===== src/uspc_pkg.sv =====
// Constants, types and register map for the port switch configuration bank.
// Assumes a byte-wide register port driven by an on-chip serial bus engine.
package uspc_pkg;
  // Register offsets
  localparam logic [7:0] USPC_ADDR_PORT1_CFG = 8'h11;
  localparam logic [7:0] USPC_ADDR_PORT2_CFG = 8'h12;
  localparam logic [7:0] USPC_ADDR_GLOBAL_CFG = 8'h13;
  localparam logic [7:0] USPC_ADDR_LIMIT = 8'h14;
  // Field positions
  localparam int USPC_BIT_FILTER = 7;
  localparam int USPC_BIT_FORCE = 5;
  localparam int USPC_BIT_SWON = 4;
  localparam int USPC_BIT_DUR_LO = 2;
  localparam int USPC_BIT_AUTO = 2;
  localparam int USPC_BIT_PINIGN = 7;
  localparam int USPC_BIT_TOOFF = 5;
  localparam int USPC_BIT_HILOAD = 2;
  localparam int USPC_BIT_LIM2_LO = 3;
  // Writable masks and fixed read values of unimplemented bits
  localparam logic [7:0] USPC_WMASK_P1 = 8'hBC;
  localparam logic [7:0] USPC_WMASK_P2 = 8'hB4;
  localparam logic [7:0] USPC_WMASK_GL = 8'hA0;
  localparam logic [7:0] USPC_WMASK_LIM = 8'h3F;
  localparam logic [7:0] USPC_FIXED_P1 = 8'h02;
  localparam logic [7:0] USPC_FIXED_P2 = 8'h02;
  localparam logic [7:0] USPC_FIXED_GL = 8'h40;
  // Reset values
  localparam logic [7:0] USPC_RST_P1 = 8'h04;
  localparam logic [7:0] USPC_RST_P2 = 8'h00;
  localparam logic [7:0] USPC_RST_GL = 8'h20;
  // Timing
  localparam int USPC_CLK_MHZ = 100;
  localparam int USPC_DRAIN_STEP_MS = 100;
  localparam int USPC_RETRY_BASE_MS = 10;
  localparam int USPC_RETRY_STEP_MS = 5;
  localparam int USPC_CYC_PER_MS = USPC_CLK_MHZ * 1000;
  localparam logic [25:0] USPC_DRAIN_STEP_CYC = 26'(USPC_DRAIN_STEP_MS * USPC_CYC_PER_MS);
  localparam logic [25:0] USPC_RETRY_BASE_CYC = 26'(USPC_RETRY_BASE_MS * USPC_CYC_PER_MS);
  localparam logic [25:0] USPC_RETRY_STEP_CYC = 26'(USPC_RETRY_STEP_MS * USPC_CYC_PER_MS);
  // Recovery sequence states
  typedef enum logic [1:0] {
    USPC_REC_IDLE = 2'b00,
    USPC_REC_CHECK = 2'b01,
    USPC_REC_TEST = 2'b10
  } uspc_rec_t;
  // Per-port live condition inputs
  typedef struct packed {
    logic overcurrent;
    logic thermal;
    logic other_event;
    logic high_load_indicator;
    logic vbus_low;
    logic safe_to_retry;
    logic error_req;
    logic manual_load;
  } uspc_port_in_t;
  // Per-port control outputs
  typedef struct packed {
    logic switch_on;
    logic drain_on;
    logic fault;
    logic test_current;
    logic drain_check;
    logic [2:0] limit_code;
  } uspc_port_out_t;
  // Per-port dynamic state
  typedef struct packed {
    uspc_rec_t rec;
    logic [25:0] tmr;
    logic drain_act;
    logic force_prev;
    logic error;
  } uspc_port_st_t;
  // Whole block state
  typedef struct packed {
    logic [7:0] p1_cfg;
    logic [7:0] p2_cfg;
    logic [7:0] gl_cfg;
    logic [7:0] lim;
    logic [1:0] strap_cnt; // Edges since reset, stops at 3 once strap is loaded
    logic [7:0] rdata;
    uspc_port_st_t [1:0] port;
    uspc_port_out_t [1:0] out;
    logic [1:0] pin_s1;
    logic [1:0] pin_s2;
    logic [2:0] strap_s1;
    logic [2:0] strap_s2;
    logic timeout_off;
    logic [1:0] view;
  } uspc_state_t;
endpackage : uspc_pkg


===== src/uspc_config_regs.sv =====
// Configuration register bank and per-port switch control.
// Assumes a byte register port from the serial bus engine, same clock.
`timescale 1ns/1ps
`default_nettype none
module uspc_config_regs
  import uspc_pkg::*;
(
  input wire logic mclk_i,
  input wire logic reset_i,
  input wire logic clk_en_i,
  input wire logic [7:0] reg_addr_i,
  input wire logic [7:0] reg_wdata_i,
  input wire logic reg_wr_i,
  input wire logic reg_rd_i,
  output logic [7:0] reg_rdata_o,
  input wire logic [1:0] power_pin_i,
  input wire logic [2:0] limit_select_resistor_pin_i,
  input wire logic [1:0] retry_duration_sel_i,
  input wire logic sleep_i,
  input wire uspc_port_in_t port1_i,
  input wire uspc_port_in_t port2_i,
  output uspc_port_out_t port1_o,
  output uspc_port_out_t port2_o,
  output logic bus_timeout_off_o,
  output logic [1:0] port_power_state_view_o
);
  uspc_state_t s_r; // Registered state
  uspc_state_t s_nxt; // Next state
  uspc_port_in_t pin_in [2]; // Port inputs as array
  logic [7:0] cfg_cur; // Port config in loop
  logic en_eff; // Effective enable in loop
  logic auto_on; // Automatic drain enabled
  logic [2:0] code; // Limit code in loop

  // Drain duration in cycles for a two-bit code
  function automatic logic [25:0] drain_cycles(input logic [1:0] sel);
    drain_cycles = 26'(USPC_DRAIN_STEP_CYC * (26'(sel) + 26'd1));
  endfunction : drain_cycles

  // Retry duration in cycles for a two-bit code
  function automatic logic [25:0] retry_cycles(input logic [1:0] sel);
    retry_cycles = 26'(USPC_RETRY_BASE_CYC + USPC_RETRY_STEP_CYC * 26'(sel));
  endfunction : retry_cycles

  // Cap a code at the strap limit
  function automatic logic [2:0] cap_code(input logic [2:0] c, input logic [2:0] cap);
    cap_code = (c > cap) ? cap : c;
  endfunction : cap_code

  assign pin_in[0] = port1_i;
  assign pin_in[1] = port2_i;

  // Next-state logic
  always_comb
  begin
    s_nxt = s_r;
    cfg_cur = 8'h00;
    en_eff = 1'b0;
    code = 3'b000;
    auto_on = s_r.p2_cfg[USPC_BIT_AUTO];
    // Pin and strap synchronisers
    s_nxt.pin_s1 = power_pin_i;
    s_nxt.pin_s2 = s_r.pin_s1;
    s_nxt.strap_s1 = limit_select_resistor_pin_i;
    s_nxt.strap_s2 = s_r.strap_s1;
    // Limit register takes the strap once after reset
    // Synchroniser holds zeros after reset, so wait until it is full
    if (s_r.strap_cnt != 2'h3)
    begin
      s_nxt.strap_cnt = s_r.strap_cnt + 2'h1;
      if (s_r.strap_cnt == 2'h2)
        s_nxt.lim = {2'b00, s_r.strap_s2, s_r.strap_s2};
    end
    // Register writes; sleep leaves all settings untouched
    if (reg_wr_i)
    begin
      case (reg_addr_i)
        USPC_ADDR_PORT1_CFG: s_nxt.p1_cfg = reg_wdata_i & USPC_WMASK_P1;
        USPC_ADDR_PORT2_CFG: s_nxt.p2_cfg = reg_wdata_i & USPC_WMASK_P2;
        USPC_ADDR_GLOBAL_CFG:
        begin
          // High_load_indicator bit is status only
          s_nxt.gl_cfg = (reg_wdata_i & USPC_WMASK_GL) | (s_r.gl_cfg & ~USPC_WMASK_GL);
        end
        USPC_ADDR_LIMIT:
        begin
          s_nxt.lim = {2'b00,
                       cap_code(reg_wdata_i[5:3], s_r.strap_s2),
                       cap_code(reg_wdata_i[2:0], s_r.strap_s2)};
        end
        default: ; // Other addresses belong elsewhere
      endcase
    end
    // High_load_indicator indicator is live status
    s_nxt.gl_cfg[USPC_BIT_HILOAD] = port1_i.high_load_indicator | port2_i.high_load_indicator;
    s_nxt.timeout_off = s_r.gl_cfg[USPC_BIT_TOOFF];
    // Register read mux
    if (reg_rd_i)
    begin
      case (reg_addr_i)
        USPC_ADDR_PORT1_CFG: s_nxt.rdata = s_r.p1_cfg | USPC_FIXED_P1;
        USPC_ADDR_PORT2_CFG: s_nxt.rdata = s_r.p2_cfg | USPC_FIXED_P2;
        USPC_ADDR_GLOBAL_CFG: s_nxt.rdata = s_r.gl_cfg | USPC_FIXED_GL;
        USPC_ADDR_LIMIT: s_nxt.rdata = s_r.lim;
        default: s_nxt.rdata = 8'h00;
      endcase
    end
    // Per-port control
    for (int p = 0; p < 2; p++)
    begin
      cfg_cur = (p == 0) ? s_r.p1_cfg : s_r.p2_cfg;
      code = (p == 0) ? s_r.lim[2:0] : s_r.lim[5:3];
      // Enable from pin and override, pins optionally disregarded
      en_eff = cfg_cur[USPC_BIT_SWON] |
               (s_r.pin_s2[p] & ~s_r.gl_cfg[USPC_BIT_PINIGN]);
      s_nxt.view[p] = s_r.pin_s2[p] | cfg_cur[USPC_BIT_SWON];
      s_nxt.port[p].force_prev = cfg_cur[USPC_BIT_FORCE];
      // Forced drain on rising bit, only with auto drain and active state
      if (cfg_cur[USPC_BIT_FORCE] && !s_r.port[p].force_prev && auto_on &&
          !s_r.port[p].error && !sleep_i)
      begin
        s_nxt.port[p].drain_act = 1'b1;
        s_nxt.port[p].tmr = drain_cycles(s_r.p1_cfg[3:2]);
      end
      else if (s_r.port[p].drain_act)
      begin
        if (s_r.port[p].tmr <= 26'd1)
          s_nxt.port[p].drain_act = 1'b0; // Bit stays set for host
        else
          s_nxt.port[p].tmr = s_r.port[p].tmr - 26'd1;
      end
      // Error entry and auto-recovery sequence
      case (s_r.port[p].rec)
        USPC_REC_IDLE:
        begin
          if (pin_in[p].error_req)
          begin
            s_nxt.port[p].error = 1'b1;
            s_nxt.port[p].rec = USPC_REC_CHECK;
          end
        end
        USPC_REC_CHECK:
        begin
          if (pin_in[p].safe_to_retry && !s_r.port[p].drain_act)
          begin
            s_nxt.port[p].rec = USPC_REC_TEST;
            s_nxt.port[p].tmr = retry_cycles(retry_duration_sel_i);
          end
        end
        USPC_REC_TEST:
        begin
          if (s_r.port[p].tmr <= 26'd1)
          begin
            if (pin_in[p].vbus_low)
              s_nxt.port[p].rec = USPC_REC_CHECK;
            else
            begin
              s_nxt.port[p].rec = USPC_REC_IDLE;
              s_nxt.port[p].error = 1'b0;
            end
          end
          else
            s_nxt.port[p].tmr = s_r.port[p].tmr - 26'd1;
        end
        default: s_nxt.port[p].rec = USPC_REC_IDLE;
      endcase
      // Output controls
      s_nxt.out[p].test_current = (s_r.port[p].rec == USPC_REC_TEST);
      s_nxt.out[p].switch_on = (s_r.port[p].rec == USPC_REC_TEST) ||
                               (en_eff && !s_r.port[p].error &&
                                !s_r.port[p].drain_act);
      s_nxt.out[p].drain_on = auto_on ? s_r.port[p].drain_act
                                      : pin_in[p].manual_load;
      s_nxt.out[p].drain_check = auto_on & s_r.port[p].drain_act;
      s_nxt.out[p].limit_code = code;
      s_nxt.out[p].fault = pin_in[p].overcurrent | pin_in[p].thermal |
                           (~cfg_cur[USPC_BIT_FILTER] & pin_in[p].other_event);
    end
  end

  // State register; settings held through sleep
  always_ff @(posedge mclk_i)
  begin
    if (reset_i)
    begin
      s_r <= '0;
      s_r.p1_cfg <= USPC_RST_P1;
      s_r.p2_cfg <= USPC_RST_P2;
      s_r.gl_cfg <= USPC_RST_GL;
      s_r.timeout_off <= 1'b1;
    end
    else if (clk_en_i)
      s_r <= s_nxt;
  end

  assign reg_rdata_o = s_r.rdata;
  assign port1_o = s_r.out[0];
  assign port2_o = s_r.out[1];
  assign bus_timeout_off_o = s_r.timeout_off;
  assign port_power_state_view_o = s_r.view;
endmodule : uspc_config_regs
`default_nettype wire


===== config.mk =====
export PLATFORM = sky130hd
export DESIGN_NAME = uspc_config_regs
export DESIGN_NICKNAME = d
export VERILOG_FILES = /design/src/uspc_pkg.sv /design/src/uspc_config_regs.sv
export SDC_FILE = /design/constraint.sdc
export NUM_CORES = 1
export LEC_CHECK = 0
export BUFFER_PORTS_ARGS = -buffer_cell sky130_fd_sc_hd__buf_4
export CAP_MARGIN = 40
export CORE_MARGIN = 5
export CORE_UTILIZATION = 45
export DETAILED_ROUTE_END_ITERATION = 7
export PLACE_DENSITY = 0.61
export SLEW_MARGIN = 20
export SYNTH_ARGS = -nofsm -noshare
export SYNTH_HDL_FRONTEND = slang
export SYNTH_SLANG_ARGS = --single-unit

===== constraint.sdc =====
create_clock -name mclk_i -period 4.4 [get_ports mclk_i]
set_input_delay 0.44 -clock mclk_i [delete_from_list [all_inputs] [get_ports mclk_i]]
set_output_delay 0.44 -clock mclk_i [all_outputs]
set_load 0.03 [all_outputs]

==> flow_metrics.env <==
export IMPL_finalSetupViolations=0
export IMPL_final_hold_viol_count=0
export IMPL_path_class="register to register"
export IMPL_numCtsBuffers=17
export IMPL_ctsHoldBuffers=0
export IMPL_rows=50
export IMPL_postRouteAntennaNets=0
export IMPL_synth_distinct_cells=86
export IMPL_synth_ff_type="dfxtp_1"
export IMPL_grt_usage=0.248
export IMPL_first_global_vias=8144
export IMPL_fmax_mhz=313
export IMPL_synth_edf_count=0
export IMPL_grt_setup_unrepaired="no"
export IMPL_vias=8423
export IMPL_yosys_area_top_type="dfxtp_1"
export IMPL_cts_resized=0
export IMPL_post_route_period_util=0.727
export IMPL_syn_avg_cell_area_um2=7.64
export IMPL_diodes=0
export IMPL_power_density_nw_per_um2=349
export IMPL_p_leak_nw=3.76
export IMPL_ys_seq_elements=121
export IMPL_crit_path_end_kind="register"
export IMPL_remaining_drc_errors=0
export IMPL_netlist_area_um2=8430
export IMPL_cts_sinks=121
export IMPL_drtPass1Iterations=6
export IMPL_maxSlewHeadroom=0.435
export IMPL_ys_top_cells_by_area="dfxtp_1, nor2_1, ha_1"
export IMPL_peakVddDrop_uv=282
export IMPL_final_max_slew_viol_count=0
export IMPL_die_area_um2=21600
export IMPL_nets=1198
export IMPL_io_buffers=70
export IMPL_fin_util=0.512
export IMPL_via_per_inst=6.17
export IMPL_post_cts_buffers=0
export IMPL_skew_ns=0.0110
export IMPL_synth_top_area_frac=0.287
export IMPL_setup_tns_ns=0
export IMPL_cp_start_kind="register"
export IMPL_cts_buffer_depth=2
export IMPL_worstPathRequired_ns=4.77
export IMPL_crit_arrival_ns=3.57
export IMPL_whs_ns=0.243
export IMPL_globalRoute_totalOverflow=0
export IMPL_hp_class="input port to register"
export IMPL_coreArea_um2=18600
export IMPL_synth_most_common_cell="nor2_1"
export IMPL_die_x_um=147
export IMPL_wl_per_cell_um=19.7
export IMPL_dr_first_iter_drc_count=819
export IMPL_tritoncts="done"
export IMPL_cts_root_buffer="clkbuf_16"
export IMPL_synth_seq_area_share=0.287
export IMPL_drt_total_wl_mm=26.9
export IMPL_synthArstFlopShare=0
export IMPL_max_cap_violations=0
export IMPL_antenna_found_initial=0
export IMPL_grt_pass1_wl_mm=43.9
export IMPL_place_congestion=0.946
export IMPL_hpwl_mm=19.3
export IMPL_final_layout_size_suffix_gt1_frac=0.138
export IMPL_path_max_fanout=8
export IMPL_fp_dieH_um=147
export IMPL_clock_latency_ns=0.43
export IMPL_synth_common_cells="nor2_1, dfxtp_1, nand2_1"
export IMPL_synth_cells=1104
export IMPL_status="completed"
export IMPL_clkTransAtPathRegs_ns=0.06
export IMPL_h_tree_depth=4
export IMPL_min_period_ns=3.20
export IMPL_worst_pin_slew_ns=0.838
export IMPL_grt_max_degree=60
export IMPL_synth_warnings=0
export IMPL_synth_nets=1183
export IMPL_area_delta_synth_final_pct=12.9
export IMPL_ios=72
export IMPL_initial_utilization=0.454
[through the flow]
step	setup slack [ns]	total power, mW	std cells	instance area [µm²]
after floorplan	1.65	1.74	1104	8430
after global placement	1.27	1.93	1333	8930
after detailed placement	1.25	1.93	1334	8940
after CTS	1.24	3.33	1366	9520
after global routing	1.04	3.48	1366	9520
final	1.20	3.32	1366	9520
[cell type report]
cell class,instances,area (µm²)
fillers,1820,9060
multi-input cells,862,5450
flip-flops and latches,121,2420
repair buffers,91,683
clock buffers,17,425
well taps,234,293
clock inverters,15,154
inverters,26,97.6
[sequential cells by signal (all words and copies together), names as in the netlist]
register and cells:
port2_o 8, bus_timeout_off_o 1, s_nxt 10, s_r 77, reg_rdata_o 8, code 3, port1_o 8, cfg_cur 4
port_power_state_view_o 2
[placed cells by master, fill, tap and decap left out, types with 5 or more instances in the layout]
master     synthesis  final
a211oi_1          25     25
a21o_1             7      7
a21oi_1           80     80
a221oi_1          10     10
a22o_1             7      7
a22oi_1           11     11
a311oi_1           5      5
a31oi_1           11     11
and3_1            10     10
buf_4             27     91
clkbuf_16          0     17
dfxtp_1          121    121
ha_1              34     34
inv_1             26     26
inv_6              0      6
mux2i_1           36     36
nand2_1           85     85
nand2b_1          10     10
nand3_1           33     33
nand4_1            7      7
nor2_1           152    152
nor2b_1           10     10
nor3_1            49     49
nor4_1            21     21
o211ai_1          21     21
o21a_1             5      5
o21ai_0           57     57
o21ai_1            8      8
o32ai_1            5      5
or3_1             18     18
xnor2_1           25     25
xor2_1            17     17
[worst max-delay path: stages, from the launching register on]
cell	delay, ns
dfxtp_1	0.38
or4_1	0.63
or4_4	0.49
o31ai_2	0.59
buf_4	0.28
nand2_1	0.09
a221o_1	0.37
a211oi_1	0.17
o21a_1	0.13
[logic make-up (layout without fill, tap and decap cells)]
logic type | count (synthesis) | in the layout | synth area share
AO/OA/AOI/OAI | 309 | 309 | 0.249
adder cells (fa/ha/maj) | 34 | 34 | 0.0504
multiplexers | 39 | 39 | 0.0467
AND/OR/NAND/NOR | 438 | 438 | 0.254
flip-flops | 121 | 121 | 0.287
buffers and inverters | 121 | 149 | 0.0684
XOR/XNOR | 42 | 42 | 0.0436
[per-layer routing]
layer | global-route usage | share of wire | vias to the layer above
met5 | 0 | 0 | -
li1 | - | - | 4064
met2 | 0.401 | 0.46 | 356
met3 | 0.0490 | 0.073 | 55
met4 | 0.0820 | 0.023 | 0
met1 | 0.332 | 0.44 | 3948
[power by group]
part | internal, mW | switching, mW | total, mW
sequential | 1.14 | 0.0682 | 1.21
clock | 0.799 | 0.598 | 1.40
combinational | 0.278 | 0.438 | 0.716
[worst paths after layout]
check,slack [ns],cells past startpoint,endpoint,from
worst min register to register,0.46,2,reg_rdata_o[0],reg_rdata_o[0]
worst min-delay path,0.24,3,s_nxt[4],limit_select_resistor_pin_i[1]
worst max register to register,1.20,8,s_r[36],s_r[42]
worst max-delay path,1.20,8,s_r[36],s_r[42]
No activity file was read; power rests on OpenSTA's default activity.
